`config.mk`:
```
export PLATFORM = sky130hd
export DESIGN_NAME = fdc_fast_detect_cal_gate
export DESIGN_NICKNAME = d
export VERILOG_FILES = /design/src/hw/fdc_pkg.sv /design/src/hw/fdc_fast_detect_cal_gate.sv /design/src/hw/fdc_level_detect.sv
export SDC_FILE = /design/constraint.sdc
export NUM_CORES = 1
export LEC_CHECK = 0
export ABC_AREA = 0
export BUFFER_PORTS_ARGS = -buffer_cell sky130_fd_sc_hd__buf_2
export CAP_MARGIN = 40
export CORE_MARGIN = 2
export CORE_UTILIZATION = 29
export DETAILED_ROUTE_END_ITERATION = 6
export SETUP_SLACK_MARGIN = 0.2
export SLEW_MARGIN = 20
export SYNTH_ARGS = -nofsm -noshare
export SYNTH_HDL_FRONTEND = slang
export SYNTH_SLANG_ARGS = --single-unit
export TNS_END_PERCENT = 100
```
`constraint.sdc`:
```
create_clock -name clk -period 11.25 [get_ports clk]
set_input_delay 2.25 -clock clk [delete_from_list [all_inputs] [get_ports clk]]
set_output_delay 2.25 -clock clk [all_outputs]
set_load 0.1 [all_outputs]
```
`src/hw/fdc_pkg.sv`:
```
package fdc_pkg;

  // sample and threshold widths
  localparam int SAMPLE_W = 12;
  localparam int THR_W    = 16;
  localparam int DWELL_W  = 16;

  // calibration threshold ceiling: average magnitude of a full-scale input
  localparam logic [15:0] CAL_THR_MAX = 16'h4000;

  // accumulation run length in samples
  localparam int CAL_RUN_LEN = 1024;

  // apb register byte offsets
  localparam logic [11:0] OFS_UPPER_THR = 12'h000;
  localparam logic [11:0] OFS_LOWER_THR = 12'h004;
  localparam logic [11:0] OFS_DWELL     = 12'h008;
  localparam logic [11:0] OFS_CAL_THR   = 12'h00c;
  localparam logic [11:0] OFS_CTRL      = 12'h010;
  localparam logic [11:0] OFS_STATUS    = 12'h014;
  localparam logic [11:0] OFS_IRQ_STAT  = 12'h018;
  localparam logic [11:0] OFS_IRQ_CLR   = 12'h01c;
  localparam logic [11:0] OFS_IRQ_EN    = 12'h020;
  localparam logic [11:0] OFS_CAL_EST   = 12'h024;
  localparam logic [11:0] OFS_CAL_COUNT = 12'h028;

  // reset values
  localparam logic [15:0] RST_UPPER_THR = 16'h3000;
  localparam logic [15:0] RST_LOWER_THR = 16'h2000;
  localparam logic [15:0] RST_DWELL     = 16'h0010;
  localparam logic [15:0] RST_CAL_THR   = 16'h0800;
  // bit 0: calibration gating enable, on from reset
  localparam logic [1:0]  RST_CTRL      = 2'h1;

  // event bit positions
  localparam int EV_FLAG_SET = 0;
  localparam int EV_FLAG_CLR = 1;
  localparam int EV_CAL_UPD  = 2;
  localparam int EV_CAL_SKIP = 3;
  localparam int EV_W        = 4;

  typedef struct packed {
    logic [15:0] upperThr;
    logic [15:0] lowerThr;
    logic [15:0] dwell;
  } fdc_det_cfg_t;

  typedef struct packed {
    logic        setEv;
    logic        clrEv;
    logic        flag;
  } fdc_det_out_t;

endpackage : fdc_pkg

```
`src/hw/fdc_fast_detect_cal_gate.sv`:
```
`timescale 1ns/10ps
`default_nettype none
// How it works
// RQ1: each rising-edge sample is one step
// RQ2: flag sets when magnitude exceeds upper
// RQ3: flag clears after dwell below lower
// RQ4: upper, lower, dwell independently programmable
// RQ5: accumulate every sample magnitude
// RQ6: compare estimate after fixed sample count
// RQ7: update coefficients only above threshold
// RQ8: gating active straight out of reset
// RQ9: sixteen-bit thresholds, byte-wise writes allowed
// RQ10: calibration threshold limited to 0x4000
// RQ11: dwell counts consecutive samples, restarts otherwise
module fdc_fast_detect_cal_gate #(
  parameter int SAMPLE_W = fdc_pkg::SAMPLE_W,
  parameter int RUN_LEN  = fdc_pkg::CAL_RUN_LEN
) (
  // clock and reset
  input  wire logic                clk,
  input  wire logic                rst,
  input  wire logic                clkEn,
  // sample path, same clock domain
  input  wire logic                sampleValid,
  input  wire logic [SAMPLE_W-1:0] sampleData,
  // apb slave
  input  wire logic                psel,
  input  wire logic                penable,
  input  wire logic                pwrite,
  input  wire logic [11:0]         paddr,
  input  wire logic [31:0]         pwdata,
  input  wire logic [3:0]          pstrb,
  output logic      [31:0]         prdata,
  output logic                     pready,
  output logic                     pslverr,
  // detector and calibration outputs
  output logic                     levelAlarmFlag,
  output logic                     calUpdate,
  output logic                     irq
);

  // magnitude is at most 15 bits wide, so a full run of sums never wraps
  localparam int ACC_W = 16 + $clog2(RUN_LEN);

  // scaling up to the 0x4000 range needs SAMPLE_W of 15 at most
  if (SAMPLE_W < 2 || SAMPLE_W > 15) begin : g_bad_sample_w
    $error("SAMPLE_W out of range");
  end
  if (RUN_LEN < 2 || (RUN_LEN & (RUN_LEN - 1)) != 0) begin : g_bad_run_len
    $error("RUN_LEN must be power of two");
  end

  //////////////////////////////////////////////////////////////////////////////
  // magnitude, scaled so full scale is 0x4000 like the thresholds
  function automatic logic [15:0] absMag(input logic [SAMPLE_W-1:0] s);
    logic [SAMPLE_W-1:0] a;
    a = s[SAMPLE_W-1] ? SAMPLE_W'(~s + 1'b1) : s;
    return 16'(32'(a) << (15 - SAMPLE_W));
  endfunction : absMag

  // RQ9 byte lanes by strobe
  function automatic logic [15:0] byteMerge(input logic [15:0] old, input logic [31:0] wd,
                                            input logic [3:0] st);
    return {st[1] ? wd[15:8] : old[15:8], st[0] ? wd[7:0] : old[7:0]};
  endfunction : byteMerge

  // RQ1 one step per sample
  logic [15:0] mag;
  assign mag = absMag(sampleData);

  //////////////////////////////////////////////////////////////////////////////
  // registers
  fdc_pkg::fdc_det_cfg_t cfg_q, cfg_d;
  logic [15:0] calThr_q, calThr_d;
  logic [1:0]  ctrl_q, ctrl_d;
  logic [fdc_pkg::EV_W-1:0] evStat_q, evStat_d, evEn_q, evEn_d;
  logic [31:0] prdata_q, prdata_d;
  logic        pready_q, pready_d, pslverr_q, pslverr_d;
  logic [15:0] calEst_q, calEst_d;
  logic [31:0] calCount_q, calCount_d;

  fdc_pkg::fdc_det_out_t det;
  logic [fdc_pkg::EV_W-1:0] events;
  logic calDone, calPass;

  logic access, wrAcc;
  assign access = psel && penable && !pready_q;
  assign wrAcc  = access && pwrite;

  always_comb begin
    cfg_d      = cfg_q;
    calThr_d   = calThr_q;
    ctrl_d     = ctrl_q;
    evEn_d     = evEn_q;
    evStat_d   = evStat_q;
    prdata_d   = 32'h0000_0000;
    pready_d   = access;
    pslverr_d  = 1'b0;
    if (wrAcc) begin
      case (paddr)
        // RQ4 independent settings
        fdc_pkg::OFS_UPPER_THR: cfg_d.upperThr = byteMerge(cfg_q.upperThr, pwdata, pstrb);
        fdc_pkg::OFS_LOWER_THR: cfg_d.lowerThr = byteMerge(cfg_q.lowerThr, pwdata, pstrb);
        fdc_pkg::OFS_DWELL:     cfg_d.dwell    = byteMerge(cfg_q.dwell, pwdata, pstrb);
        fdc_pkg::OFS_CAL_THR: begin
          // RQ10 clamp to ceiling
          calThr_d = byteMerge(calThr_q, pwdata, pstrb);
          if (calThr_d > fdc_pkg::CAL_THR_MAX) calThr_d = fdc_pkg::CAL_THR_MAX;
        end
        fdc_pkg::OFS_CTRL:    if (pstrb[0]) ctrl_d = pwdata[1:0];
        fdc_pkg::OFS_IRQ_EN:  if (pstrb[0]) evEn_d = pwdata[fdc_pkg::EV_W-1:0];
        fdc_pkg::OFS_IRQ_CLR: if (pstrb[0]) evStat_d = evStat_q & ~pwdata[fdc_pkg::EV_W-1:0];
        fdc_pkg::OFS_STATUS, fdc_pkg::OFS_IRQ_STAT,
        fdc_pkg::OFS_CAL_EST, fdc_pkg::OFS_CAL_COUNT: ;
        default: pslverr_d = 1'b1;
      endcase
    end else if (access) begin
      case (paddr)
        fdc_pkg::OFS_UPPER_THR: prdata_d = {16'h0000, cfg_q.upperThr};
        fdc_pkg::OFS_LOWER_THR: prdata_d = {16'h0000, cfg_q.lowerThr};
        fdc_pkg::OFS_DWELL:     prdata_d = {16'h0000, cfg_q.dwell};
        fdc_pkg::OFS_CAL_THR:   prdata_d = {16'h0000, calThr_q};
        fdc_pkg::OFS_CTRL:      prdata_d = {30'h0000_0000, ctrl_q};
        fdc_pkg::OFS_STATUS:    prdata_d = {30'h0000_0000, calUpdate, levelAlarmFlag};
        fdc_pkg::OFS_IRQ_STAT:  prdata_d = {28'h000_0000, evStat_q};
        fdc_pkg::OFS_IRQ_EN:    prdata_d = {28'h000_0000, evEn_q};
        fdc_pkg::OFS_CAL_EST:   prdata_d = {16'h0000, calEst_q};
        fdc_pkg::OFS_CAL_COUNT: prdata_d = calCount_q;
        fdc_pkg::OFS_IRQ_CLR:   prdata_d = 32'h0000_0000;
        default:                pslverr_d = 1'b1;
      endcase
    end
    // set wins over a clear in the same cycle
    evStat_d = evStat_d | events;
  end

  always_ff @(posedge clk or posedge rst) begin
    if (rst) begin
      cfg_q     <= '{upperThr: fdc_pkg::RST_UPPER_THR, lowerThr: fdc_pkg::RST_LOWER_THR,
                     dwell: fdc_pkg::RST_DWELL};
      calThr_q  <= fdc_pkg::RST_CAL_THR;
      // RQ8 gating on at reset
      ctrl_q    <= fdc_pkg::RST_CTRL;
      evStat_q  <= '0;
      evEn_q    <= '0;
      prdata_q  <= 32'h0000_0000;
      pready_q  <= 1'b0;
      pslverr_q <= 1'b0;
    end else if (clkEn) begin
      cfg_q     <= cfg_d;
      calThr_q  <= calThr_d;
      ctrl_q    <= ctrl_d;
      evStat_q  <= evStat_d;
      evEn_q    <= evEn_d;
      prdata_q  <= prdata_d;
      pready_q  <= pready_d;
      pslverr_q <= pslverr_d;
    end
  end

  assign prdata  = prdata_q;
  assign pready  = pready_q;
  assign pslverr = pslverr_q;

  //////////////////////////////////////////////////////////////////////////////
  // fast detector
  fdc_level_detect u_det (
    .clk         (clk),
    .rst         (rst),
    .clkEn       (clkEn),
    .sampleValid (sampleValid),
    .magnitude   (mag),
    .cfg         (cfg_q),
    .detOut      (det)
  );
  assign levelAlarmFlag = det.flag;

  //////////////////////////////////////////////////////////////////////////////
  // calibration gate
  logic [ACC_W-1:0]           acc_q, acc_d;
  logic [$clog2(RUN_LEN)-1:0] run_q, run_d;
  logic                       calUpd_q, calUpd_d;
  logic [15:0]                estimate;
  logic [ACC_W-1:0]           accSum;

  // sum with this sample, taken before the end-of-run clear
  assign accSum   = acc_q + ACC_W'(mag);
  // mean of run: sum divided by power-of-two length
  assign estimate = 16'(accSum >> $clog2(RUN_LEN));
  assign calDone  = clkEn && sampleValid && run_q == ($clog2(RUN_LEN))'(RUN_LEN - 1);
  // RQ7 pass only above threshold, unless gating off
  assign calPass  = !ctrl_q[0] || estimate > calThr_q;

  always_comb begin
    acc_d      = acc_q;
    run_d      = run_q;
    calUpd_d   = 1'b0;
    calEst_d   = calEst_q;
    calCount_d = calCount_q;
    if (sampleValid) begin
      // RQ5 accumulate magnitude
      acc_d = accSum;
      run_d = run_q + 1'b1;
      // RQ6 compare at end of run
      if (run_q == ($clog2(RUN_LEN))'(RUN_LEN - 1)) begin
        calEst_d = estimate;
        acc_d    = '0;
        calUpd_d = calPass;
        if (calPass) calCount_d = calCount_q + 32'h0000_0001;
      end
    end
  end

  always_ff @(posedge clk or posedge rst) begin
    if (rst) begin
      acc_q      <= '0;
      run_q      <= '0;
      calUpd_q   <= 1'b0;
      calEst_q   <= 16'h0000;
      calCount_q <= 32'h0000_0000;
    end else if (clkEn) begin
      acc_q      <= acc_d;
      run_q      <= run_d;
      calUpd_q   <= calUpd_d;
      calEst_q   <= calEst_d;
      calCount_q <= calCount_d;
    end
  end
  assign calUpdate = calUpd_q;

  //////////////////////////////////////////////////////////////////////////////
  // interrupts
  logic irq_q;
  always_comb begin
    events = '0;
    events[fdc_pkg::EV_FLAG_SET] = clkEn && det.setEv;
    events[fdc_pkg::EV_FLAG_CLR] = clkEn && det.clrEv;
    events[fdc_pkg::EV_CAL_UPD]  = calDone && calPass;
    events[fdc_pkg::EV_CAL_SKIP] = calDone && !calPass;
  end
  always_ff @(posedge clk or posedge rst) begin
    if (rst) irq_q <= 1'b0;
    else if (clkEn) irq_q <= |(evStat_d & evEn_d);
  end
  assign irq = irq_q;
endmodule : fdc_fast_detect_cal_gate
`default_nettype wire

```
`src/hw/fdc_level_detect.sv`:
```
`timescale 1ns/10ps
`default_nettype none
module fdc_level_detect (
  // clock and reset
  input  wire logic                 clk,
  input  wire logic                 rst,
  input  wire logic                 clkEn,
  // sample step
  input  wire logic                 sampleValid,
  input  wire logic [15:0]          magnitude,
  // settings
  input  wire fdc_pkg::fdc_det_cfg_t cfg,
  // result
  output var fdc_pkg::fdc_det_out_t detOut
);

  logic        flag_q,  flag_d;
  logic [15:0] dwell_q, dwell_d;
  logic        setEv_q, setEv_d;
  logic        clrEv_q, clrEv_d;

  always_comb begin
    flag_d  = flag_q;
    dwell_d = dwell_q;
    setEv_d = 1'b0;
    clrEv_d = 1'b0;
    if (sampleValid) begin
      // RQ11 dwell count restart
      if (magnitude >= cfg.lowerThr) begin
        dwell_d = 16'h0000;
      end else if (dwell_q != 16'hffff) begin
        dwell_d = dwell_q + 16'h0001;
      end
      // RQ2 set above upper
      if (magnitude > cfg.upperThr) begin
        setEv_d = !flag_q;
        flag_d  = 1'b1;
      // RQ3 clear after dwell
      end else if (flag_q && magnitude < cfg.lowerThr && dwell_q >= cfg.dwell) begin
        flag_d  = 1'b0;
        clrEv_d = 1'b1;
      end
    end
  end

  always_ff @(posedge clk or posedge rst) begin
    if (rst) begin
      flag_q  <= 1'b0;
      dwell_q <= 16'h0000;
      setEv_q <= 1'b0;
      clrEv_q <= 1'b0;
    end else if (clkEn) begin
      flag_q  <= flag_d;
      dwell_q <= dwell_d;
      setEv_q <= setEv_d;
      clrEv_q <= clrEv_d;
    end
  end

  assign detOut = '{setEv: setEv_q, clrEv: clrEv_q, flag: flag_q};
endmodule : fdc_level_detect
`default_nettype wire

```
==> results of run 1 <==
registers in the layout, indices dropped and copies added, names as in the netlist:
| name | count |
|---|---|
| calThr_q | 16 |
| u_det.dwell_q | 16 |
| cfg_q | 48 |
| run_q | 10 |
| u_det.clrEv_q | 1 |
| pslverr | 1 |
| calCount_q | 32 |
| pready | 1 |
| acc_q | 23 |
| u_det.setEv_q | 1 |
| calEst_q | 16 |
| evStat_q | 4 |
| calUpdate | 1 |
| prdata | 32 |
| u_det.flag_q | 1 |
| evEn_q | 4 |
| ctrl_q | 2 |
| irq | 1 |
logic make-up (layout without fill, tap and decap cells):
kind of cell	after synthesis	in the layout
AND/OR/NAND/NOR	351	351
multiplexers	49	49
flip-flops	210	210
AO/OA/AOI/OAI	282	282
buffers and inverters	131	231
adder cells (fa/ha/maj)	75	75
XOR/XNOR	79	79
cells in the mapped netlist, drive strengths merged (5+ instances only):
master	n
dfrtp	204
nand2	120
inv	83
ha	73
o21ai	70
xnor2	64
nor2	60
a22o	50
a21oi	45
mux2	40
nand3	36
clkbuf	29
nand4	27
and3	22
a22oi	18
buf	18
a21o	15
a222oi	15
xor2	15
nor3	14
or3	13
o211ai	12
a31oi	9
and2	9
mux2i	9
nand2b	9
o22ai	8
and4	7
nor4	7
o31ai	7
dfstp	6
nor2b	6
or4	5
power by group through the flow:
| stage | combinational [uW] | clock, uW | sequential [uW] |
|---|---|---|---|
| 2_1_floorplan | 267 | 0 | 834 |
| 3_3_place_gp | 387 | 0 | 834 |
| 3_5_place_dp | 402 | 0 | 836 |
| 4_1_cts | 404 | 922 | 823 |
| 5_1_grt | 448 | 955 | 828 |
| 6_report | 402 | 906 | 823 |
metal layers:
layer	global-route usage, %	routed length [um]
met5	0	13
met4	4.337	919
met3	2.328	1716
met2	24.45	14760
met1	21.45	14890
stage by stage:
stage | cells | cell area [um^2]
after floorplan | 1177 | 11810
after global placement | 1750 | 12780
after detailed placement | 1757 | 12880
after CTS | 1802 | 13800
after global routing | 1802 | 13800
final | 1802 | 13800
cell type report:
type	instances	area, um^2	share of cell area (%)
clock buffer	29	650.6	4.713
clock inverter	16	272.8	1.976
inverter	84	322.8	2.338
multi-input combinational	836	6037	43.73
sequential	210	5263	38.12
tap	525	656.9	4.758
timing repair buffer	102	601.8	4.360
final timing paths:
check,start,endpoint,depth (start not counted)
worst max-delay path,sampleData[0],calCount_q[31],22
worst min-delay path,calEst_q[5],calEst_q[5],2
worst max register to register,acc_q[3],calCount_q[31],17
worst min register to register,calEst_q[5],calEst_q[5],2
max in group asynchronous,rst,cfg_q[4],4
min in group asynchronous,rst,run_q[4],2
worst min-delay path, cell delays in order, from the launching register on:
cell,delay (ns)
dfrtp_1,0.34
nand2_1,0.05
nand2_1,0.04
==> impl_metrics.csv, run 1 <==
group,metric,value,unit
worst_setup_path,timing.critical_path.buf_inv,2,
status,outcome,"finished, final reports clean",
logic_synthesis,distinct_cell_type_count_after_synthesis,78,
sta,finalHoldWorstSlack,0.4676,ns
cts,cts_sinks,210,
cts,postCtsSetupRepairBufs,0,
logic_synthesis,number_of_synthesized_register_bits,210,
cts,number_of_buffers_on_the_longest_clock_path,3,
sta,slew_viol_final,0,
run,cap_violations,0,
logic_synthesis,asyncSetResetFlopFracSynth,100.0,%
cts,post_cts.resized_instances,0,
logic_synthesis,synth_xor_xnor_area_share,5.859,%
worst_setup_path,required,11.66,ns
sta,min_period,7.367,ns
worst_setup_path,timing.critical_path.cells,"buf_2 > inv_1 > ha_1 > nand2_1 > or3_1 > o31ai_1 > xnor2_1 > ha_1 > and2_1 > nand3_1 > a21o_1 > a311oi_2 > o211ai_1 > xnor2_1 > ha_1 > nand4_1 > or4_4 > a21oi_2 > o311ai_4 > nor3_1 > nand4_1 > xnor2_1",
logic_synthesis,dominant_combinational_cell_family_by_area_after_synthesis,"compound AO/OA/AOI/OAI gates",
power_and_ir_drop,net-switching-power,608.5,uW
cells_and_area,final_util,34.51,%
cells_and_area,antenna_cells,0,
power_and_ir_drop,intPower,1523,uW
cts,maximum_level_of_the_cts_h_tree,1,
placement,last_weighted_congestion_value_of_the_routability_driven_placer,0.8817,
cells_and_area,area_delta_synth_final,16.89,%
cts,tritoncts_clock_tree,"built",
drt,ant_nets,0,
worst_setup_path,worst_setup_path_end_kind,"flop",
cells_and_area,fin_nets,1400,
cells_and_area,num-fill-cells,4050,
drt,post_drt_wl_per_cell,17.92,um
global_routing,global_route.overflow_total,0,
cts,tritoncts.num_buffers,25,
global_routing,number_of_antenna_violations_at_the_first_check_in_global_routing,1,
worst_setup_path,r2r_setup_slack,6.21,ns
drt,wl,32300,um
sta,worst_slew_margin_rel,41.49,%
cts,clkSlewWorstSetupHoldPaths,0.06,ns
logic_synthesis,post_synth_top_area_cell,"dfrtp_1",
power_and_ir_drop,design_power_total,2132,uW
cts,cts-root-buf,"clkbuf_16",
power_and_ir_drop,p_comb_share,18.9,%
worst_setup_path,critPathMaxFanout,7,
sta,maxClockFrequency,0.1357,GHz
cells_and_area,layout_common_cells,"204 x dfrtp_1, 120 x nand2_1, 86 x buf_2, 82 x inv_1, 73 x ha_1",
worst_setup_path,worst_path_max_delay_cell,"or4_4",
power_and_ir_drop,pwr-share-clk,42.5,%
global_routing,grt_max_degree,104,
logic_synthesis,synthTopCellsByArea,"dfrtp_1 43%, ha_1 7.7%, xnor2_1 4.7%",
global_routing,grtUsageTotal,15.31,%
worst_setup_path,worst-setup-path-type,"primary input to flop",
floorplan,io_count,104,
drt,drt_first_iter_violations,790,
cts,cts-hold-fix-buffers,0,
sta,tightest_slew,0.8744,ns
global_routing,via_count_of_the_first_global_routing_pass,9033,
sta,timing.final.crit_share,65.49,%
floorplan,core_area,40010,um^2
placement,detailedPlace.worstSlack,3.384,ns
worst_setup_path,timing.critical_path.arrival,7.77,ns
floorplan,die_area,42350,um^2
worst_setup_path,worst_path_dominant_cell_family,"simple AND/OR/NAND/NOR gates",
floorplan,fp-row-count,73,
floorplan,die_w,205.8,um
global_routing,grt_first_pass_wirelength,50790,um
logic_synthesis,synthesis.nets,1318,
logic_synthesis,synth_compound_area_share,16.82,%
sta,worst_clock_skew,0.01387,ns
sta,final_hold_viol_count,0,
logic_synthesis,synth-edff-count,0,
drt,drt_drc_violations_left,0,
sta,setup_tns,0,ns
power_and_ir_drop,cellLeakagePower,0.006386,uW
worst_setup_path,startpoint_type,"primary input",
cells_and_area,final_common_cell,"dfrtp_1",
placement,place_hpwl,24540,um
logic_synthesis,yosys-mux-area-fraction,4.577,%
logic_synthesis,synth_top_flop_cell,"dfrtp_1",
logic_synthesis,synth_simple_gate_area_share,15.76,%
logic_synthesis,syn_inst,1177,
power_and_ir_drop,share_seq_of_total_power,38.6,%
floorplan,die_y,205.8,um
cts,clock_latency,0.52,ns
floorplan,start_util,29.52,%
logic_synthesis,seq_area_frac_synth,44.56,%
sta,postLayoutSetupSlackWorst,3.883,ns
logic_synthesis,ys_warn_count,0,
power_and_ir_drop,max-vdd-ir-drop,69.30,uV
hold_path,hold_class,"flop to flop",
logic_synthesis,syn-cell-area,11810,um^2
logic_synthesis,mapped_avg_cell_area,10.03,um^2
sta,setup_viol,0,
logic_synthesis,netlist.area_leader.share,43.22,%
power_and_ir_drop,power-per-cell-area,154.4,nW/um^2
drt,route.vias.total,9261,
drt,post_drt_via_cell_ratio,5.139,
drt,detailedRoute.firstPassIterationCount,7,
cells_and_area,final_layout_size_suffix_gt1_share,17.15,%
worst_setup_path,crit_path_max_incr_delay,0.59,ns
placement,port_buffers,85,
sta,rsz0062_at_grt,"no",
logic_synthesis,synthAdderAreaFrac,7.988,%
power_and_ir_drop,power_switching_share,28.55,%
(Power assumes the default switching activity.)
==> run 2: changes to the inputs <==
--- a/config.mk
+++ b/config.mk
@@ -5,7 +5,7 @@
 export SDC_FILE = /design/constraint.sdc
 export NUM_CORES = 1
 export LEC_CHECK = 0
-export ABC_AREA = 0
+export ABC_AREA = 1
 export BUFFER_PORTS_ARGS = -buffer_cell sky130_fd_sc_hd__buf_2
 export CAP_MARGIN = 40
 export CORE_MARGIN = 2
==> constraint.sdc (replaced) <==
create_clock -name clk -period 6.76 [get_ports clk]
set_input_delay 1.352 -clock clk [delete_from_list [all_inputs] [get_ports clk]]
set_output_delay 1.352 -clock clk [all_outputs]
set_load 0.1 [all_outputs]
==> run 2 against run 1 <==
  * Global-route usage rose by 2.1 points
  * Via count rose by 24%
  * Cell count rose by 30%
  * Sequential power rose by 71%
==> impl_metrics.csv, run 2 <==
group,metric,value,unit
sta,worst_clock_skew,0.02688,ns
power_and_ir_drop,power_switching_share,32.62,%
logic_synthesis,post_synth_top_area_cell,"dfrtp_1",
cts,maximum_level_of_the_cts_h_tree,1,
logic_synthesis,yosys-mux-area-fraction,0,%
worst_setup_path,worst_path_max_delay_cell,"ha_1",
sta,tightest_slew,0.9032,ns
worst_setup_path,worst_setup_path_end_kind,"flop",
drt,detailedRoute.firstPassIterationCount,5,
placement,port_buffers,85,
floorplan,die_w,213.7,um
cells_and_area,layout_common_cells,"401 x nand2_1, 223 x inv_1, 204 x dfrtp_1, 152 x o21ai_0, 103 x nor2_1",
power_and_ir_drop,intPower,2454,uW
logic_synthesis,synthTopCellsByArea,"dfrtp_1 40%, nand2_1 12%, ha_1 7.2%",
cts,post_cts.resized_instances,0,
cells_and_area,registers.top_by_ff_count,"cfg_q",
drt,post_drt_wl_per_cell,16.85,um
logic_synthesis,synth_compound_area_share,13.53,%
worst_setup_path,reg2reg_depth,22,
sta,setup_viol,0,
global_routing,grt_max_degree,47,
placement,place_hpwl,30500,um
cts,clkSlewWorstSetupHoldPaths,0.06,ns
cells_and_area,number_of_flip_flops_under_the_largest_register_name,48,
hold_path,hold_class,"flop to flop",
logic_synthesis,synth_top_flop_cell,"dfrtp_1",
sta,timing.final.crit_share,83.62,%
sta,slew_viol_final,0,
drt,ant_nets,0,
sta,setup_tns,0,ns
global_routing,grtUsageTotal,17.40,%
logic_synthesis,seq_area_frac_synth,41.27,%
power_and_ir_drop,pwr-share-clk,36.9,%
power_and_ir_drop,cellLeakagePower,0.006954,uW
logic_synthesis,synthAdderAreaFrac,7.320,%
drt,route.vias.total,11510,
cts,tritoncts.num_buffers,26,
cts,number_of_buffers_on_the_longest_clock_path,3,
global_routing,grt_first_pass_wirelength,61470,um
cells_and_area,area_delta_synth_final,15.65,%
sta,worst_slew_margin_rel,39.62,%
hold_path,whs_path_depth,2,
power_and_ir_drop,share_seq_of_total_power,38.8,%
worst_setup_path,timing.critical_path.arrival,6.08,ns
drt,drt_first_iter_violations,900,
logic_synthesis,synth.cells.most_frequent,"401 x nand2_1, 224 x inv_1, 204 x dfrtp_1, 152 x o21ai_0, 103 x nor2_1",
worst_setup_path,worst_flop_to_flop_path_endpoint,"calCount_q[17]",
worst_setup_path,crit-reg2reg-launch,"acc_q[3]",
floorplan,fp-row-count,76,
logic_synthesis,synthMostInstantiatedCell,"nand2_1",
floorplan,core_area,43270,um^2
global_routing,via_count_of_the_first_global_routing_pass,10930,
cts,cts-root-buf,"clkbuf_16",
sta,final_hold_viol_count,0,
worst_setup_path,critPathMaxFanout,12,
drt,wl,39540,um
power_and_ir_drop,net-switching-power,1188,uW
worst_setup_path,crit_path_max_incr_delay,0.38,ns
logic_synthesis,asyncSetResetFlopFracSynth,100.0,%
cells_and_area,stdcell_area,14750,um^2
worst_setup_path,worst-setup-path-type,"primary input to flop",
drt,drt_drc_violations_left,0,
placement,place.detailed.instances,2300,
hold_path,min_from,"prdata[25]",
drt,post_drt_via_cell_ratio,4.905,
logic_synthesis,mapped_avg_cell_area,7.723,um^2
placement,dpl_cell_area,13930,um^2
cells_and_area,final_common_cell,"nand2_1",
cts,tritoncts_clock_tree,"built",
floorplan,die_y,213.7,um
cells_and_area,final-instance-count-excl-fill,2346,
logic_synthesis,synth_xor_xnor_area_share,4.808,%
worst_setup_path,required,7.18,ns
floorplan,io_count,104,
cts,cts-hold-fix-buffers,0,
floorplan,start_util,29.47,%
logic_synthesis,syn-cell-area,12750,um^2
logic_synthesis,synth-edff-count,0,
worst_setup_path,startpoint_type,"primary input",
cells_and_area,fin_nets,1884,
logic_synthesis,distinct_cell_type_count_after_synthesis,48,
sta,rsz0062_at_grt,"no",
placement,last_weighted_congestion_value_of_the_routability_driven_placer,0.9450,
power_and_ir_drop,p_comb_share,24.3,%
cts,cts_sinks,210,
logic_synthesis,netlist.area_leader.share,40.04,%
run,cap_violations,0,
worst_setup_path,r2r_setup_slack,2.75,ns
power_and_ir_drop,power-per-cell-area,247.0,nW/um^2
hold_path,hold_path_end,"prdata[25]",
logic_synthesis,synthesis.nets,1792,
sta,min_period,5.653,ns
logic_synthesis,number_of_synthesized_register_bits,210,
cells_and_area,final_layout_size_suffix_gt1_share,11.08,%
cts,clock_latency,0.56,ns
status,outcome,"finished, final reports clean",
sta,maxClockFrequency,0.1769,GHz
global_routing,global_route.overflow_total,0,
logic_synthesis,synth_simple_gate_area_share,24.29,%
cts,postCtsSetupRepairBufs,0,
power_and_ir_drop,design_power_total,3643,uW
global_routing,number_of_antenna_violations_at_the_first_check_in_global_routing,2,
worst_setup_path,critical_path.most_common_cell,"nand2_1",
logic_synthesis,dominant_combinational_cell_family_by_area_after_synthesis,"simple AND/OR/NAND/NOR gates",
floorplan,die_area,45660,um^2
power_and_ir_drop,max-vdd-ir-drop,177.4,uV
logic_synthesis,ys_warn_count,0,
logic_synthesis,syn_inst,1651,
==> run 2: final cells by class <==
class / count / area, um^2
clock buffer: 36 / 739.5
fill: 4578 / 28520
multi-input combinational: 1159 / 6372
inverter: 235 / 885.9
timing repair buffer: 111 / 678.2
tap: 585 / 732.0
sequential: 210 / 5263
clock inverter: 9 / 73.82
antenna: 1 / 2.502
==> run 2: cell families after synthesis <==
logic type      Yosys count
compound gates          306
xor+xnor                 70
fa+ha+maj                74
buf+inv                 282
flops                   210
simple gates            709
==> run 2: power groups by stage <==
stage | logic (uW) | clock network [uW] | registers (uW)
after floorplan | 568 | 0 | 1440
after global placement | 860 | 0 | 1430
after detailed placement | 880 | 0 | 1430
after CTS | 889 | 1380 | 1410
after global routing | 1000 | 1430 | 1430
final | 885 | 1350 | 1410
==> run 2: worst max path at each step <==
| stage | endpoint | depth (start not counted) | start | slack (ns) |
|---|---|---|---|---|
| final | calCount_q[17] | 29 | sampleData[0] | 1.11 |
| after global routing | calCount_q[29] | 31 | sampleData[0] | 0.59 |
| after CTS | calCount_q[17] | 29 | sampleData[0] | 1.10 |
| after detailed placement | calCount_q[17] | 29 | sampleData[0] | 0.55 |
| after global placement | calCount_q[29] | 29 | sampleData[0] | 0.59 |
| after floorplan | calCount_q[12] | 29 | sampleData[1] | 1.58 |
==> run 2: routing by layer <==
metal | track usage, % | up-vias | wire, um
met3 | 3.515 | 76 | 2455
met2 | 27.69 | 334 | 17810
met1 | 23.29 | 5447 | 17700
met5 | 0 | - | 26
li1 | - | 5645 | -
met4 | 6.609 | 4 | 1544
==> run 2: per-stage QoR <==
stage	hold slack (ns)	setup slack, ns	utilization, %
final	0.4725	1.107	34.08
after global routing	0.4959	0.5923	34.08
after floorplan	0.4494	1.580	-
after CTS	0.4778	1.102	34.08
after global placement	0.4580	0.5913	31.93
after detailed placement	0.4618	0.5471	32.20
==> run 2: critical path: cells and delay by family <==
family          cells  cell delay, ns
fa+ha+maj           3            0.79
compound gates      5            1.07
simple gates       17            2.24
buf+inv             3            0.30
xor+xnor            1            0.29
==> run 3: changes to the inputs <==
==> constraint.sdc (replaced) <==
create_clock -name clk -period 5.7 [get_ports clk]
set_input_delay 1.14 -clock clk [delete_from_list [all_inputs] [get_ports clk]]
set_output_delay 1.14 -clock clk [all_outputs]
set_load 0.1 [all_outputs]
==> run 3 against run 2 <==
  * First-iteration DRC count up 0.89%
  * Sequential power up 19%
  * Sequential share of layout area decreased by 1.2 points
  * Global-route usage up 0.35 points
  * Worst setup slack got worse by 0.48 ns
  * Total power grew 27%
  * Clock-buffer cell count up 3
  * Combinational power increased by 44%
  * Largest power group is now clock
  * Highest routed layer unchanged
==> impl_metrics.csv, run 3 (synthesized netlist as in run 2, its figures left out) <==
group,metric,value,unit
status,outcome,"finished, final reports clean",
floorplan,die_area,45660,um^2
sta,maxClockFrequency,0.1971,GHz
drt,ant_nets,0,
cts,tritoncts_clock_tree,"built",
worst_setup_path,worst-setup-path-type,"primary input to flop",
global_routing,global_route.peak_usage_layer,"met2",
hold_path,hold_class,"flop to flop",
drt,post_drt_via_cell_ratio,4.865,
cts,tritoncts.num_buffers,26,
global_routing,global_route.overflow_total,0,
placement,port_buffers,85,
cts,clkSlewWorstSetupHoldPaths,0.06,ns
worst_setup_path,r2r_setup_slack,1.83,ns
sta,setup_viol,0,
drt,detailedRoute.firstPassIterationCount,6,
cts,cts-hold-fix-buffers,0,
floorplan,core_area,43270,um^2
global_routing,number_of_antenna_violations_at_the_first_check_in_global_routing,1,
worst_setup_path,crit_path_max_incr_delay,0.38,ns
global_routing,via_count_of_the_first_global_routing_pass,11250,
power_and_ir_drop,max-vdd-ir-drop,173.8,uV
worst_setup_path,critical_path.most_common_cell,"nand2_1",
power_and_ir_drop,p_comb_share,27.4,%
floorplan,die_y,213.7,um
run,cap_violations,0,
placement,last_weighted_congestion_value_of_the_routability_driven_placer,0.8925,
sta,tightest_slew,0.8628,ns
cells_and_area,final_layout_size_suffix_gt1_share,14.18,%
drt,wl,40120,um
cts,cts-root-buf,"clkbuf_16",
floorplan,fp-row-count,76,
power_and_ir_drop,design_power_total,4639,uW
sta,final_hold_viol_count,0,
sta,worst_slew_margin_rel,42.32,%
worst_setup_path,worst_setup_path_end_kind,"flop",
power_and_ir_drop,cellLeakagePower,0.007256,uW
cells_and_area,area_delta_synth_final,19.64,%
worst_setup_path,worst_flop_to_flop_path_endpoint,"calCount_q[3]",
worst_setup_path,crit-reg2reg-launch,"acc_q[3]",
cells_and_area,registers.top_by_ff_count,"cfg_q",
cells_and_area,fin_nets,1944,
global_routing,met2_resource_use_gr,28.45,%
floorplan,io_count,104,
drt,post_drt_wl_per_cell,16.68,um
global_routing,grtUsageTotal,17.75,%
power_and_ir_drop,share_seq_of_total_power,36.1,%
placement,place_hpwl,30600,um
cells_and_area,final_common_cell,"nand2_1",
drt,drt_drc_violations_left,0,
sta,min_period,5.073,ns
drt,route.vias.total,11700,
worst_setup_path,startpoint_type,"primary input",
global_routing,grt_first_pass_wirelength,62670,um
sta,slew_viol_final,0,
sta,worst_clock_skew,0.01415,ns
global_routing,grt_max_degree,115,
drt,drt_first_iter_violations,908,
cts,cts_sinks,210,
worst_setup_path,reg2reg_depth,25,
worst_setup_path,required,6.12,ns
power_and_ir_drop,power_switching_share,31.41,%
cts,number_of_buffers_on_the_longest_clock_path,3,
worst_setup_path,critPathMaxFanout,7,
worst_setup_path,crit_path_end,"calCount_q[3]",
worst_setup_path,worst_path_max_delay_cell,"ha_1",
power_and_ir_drop,power-per-cell-area,304.1,nW/um^2
global_routing,grt.met1_usage,24.19,%
placement,place.detailed.instances,2355,
worst_setup_path,timing.critical_path.arrival,5.50,ns
cells_and_area,number_of_flip_flops_under_the_largest_register_name,48,
global_routing,grt_util_met3,3.149,%
power_and_ir_drop,net-switching-power,1457,uW
power_and_ir_drop,pwr-share-clk,36.5,%
floorplan,die_w,213.7,um
cells_and_area,final-instance-count-excl-fill,2405,
sta,timing.final.crit_share,89.00,%
sta,rsz0062_at_grt,"no",
worst_setup_path,worstSetupStartpoint,"sampleData[1]",
cells_and_area,antenna_cells,0,
cts,maximum_level_of_the_cts_h_tree,1,
cells_and_area,layout_common_cells,"401 x nand2_1, 223 x inv_1, 204 x dfrtp_1, 152 x o21ai_0, 103 x nor2_1",
floorplan,start_util,29.47,%
cts,clock_latency,0.55,ns
power_and_ir_drop,intPower,3182,uW
[run 3: changes by cell type in the layout (fill, tap and decap cells not counted), sizes merged]
| cell | change |
|---|---|
| inv | +1 |
| clkinv | -5 |
| clkbuf | +3 |
| nor2 | +1 |
| buf | +59 |
| bufinv | +1 |
| diode | -1 |
[run 3: worst min-delay path by stage]
stage                  start       endpoint  slack, ns  depth (start not counted)
2_1_floorplan  u_det.clrEv_q  u_det.clrEv_q       0.45                          2
3_3_place_gp      prdata[24]     prdata[24]       0.46                          2
3_5_place_dp      prdata[23]     prdata[23]       0.46                          2
4_1_cts           prdata[17]     prdata[17]       0.48                          2
5_1_grt           prdata[22]     prdata[22]       0.50                          2
6_report          prdata[17]     prdata[17]       0.47                          2
[run 3: area by class of cell]
cell class / instances / area (um^2)
clock buffer: 39 / 780.7
clock inverter: 6 / 83.83
fill: 4547 / 28010
inverter: 235 / 885.9
multi-input combinational: 1160 / 6404
sequential: 210 / 5263
tap: 585 / 732.0
timing repair buffer: 170 / 1107
[run 3: through the flow]
| stage | setup TNS, ns | instance area (um^2) | worst slack (ns) | hold WS, ns | util, % |
|---|---|---|---|---|---|
| after global routing | 0 | 15260 | 0.2343 | 0.4955 | 35.26 |
| after detailed placement | -1.358 | 14330 | -0.1231 | 0.4614 | 33.12 |
| after CTS | 0 | 15190 | 0.4222 | 0.4771 | 35.12 |
| after global placement | -6.302 | 14270 | -0.4058 | 0.4581 | 32.99 |
| after floorplan | 0 | 12750 | 0.7323 | 0.4494 | - |
| final | 0 | 15260 | 0.6272 | 0.4720 | 35.26 |
[run 3: critical path: cells and delay by family]
family	cells	cell delay, ns
and+or+nand+nor	15	1.42
buffers and inverters	8	1.00
adders and majority gates	3	0.75
AOI/OAI and AO/OA	3	0.67
xor gates and xnor gates	3	0.49
[run 3: power groups by stage]
| stage | logic [uW] | registers [uW] | clock network (uW) |
|---|---|---|---|
| after floorplan | 673 | 1710 | 0 |
| after global placement | 1240 | 1700 | 0 |
| after detailed placement | 1260 | 1700 | 0 |
| after CTS | 1270 | 1680 | 1730 |
| after global routing | 1420 | 1690 | 1790 |
| final | 1270 | 1680 | 1690 |
[run 3: repair_timing]
action	4_1_cts	5_1_grt
setup buffers	0	4
resized for setup	0	6
endpoints found under the setup margin	0	33
[run 3: metal layers]
layer	vias up	share of wire [%]
met5	-	0.032
met4	2	3.3
met3	72	5.9
met2	313	45
met1	5556	46
li1	5757	-
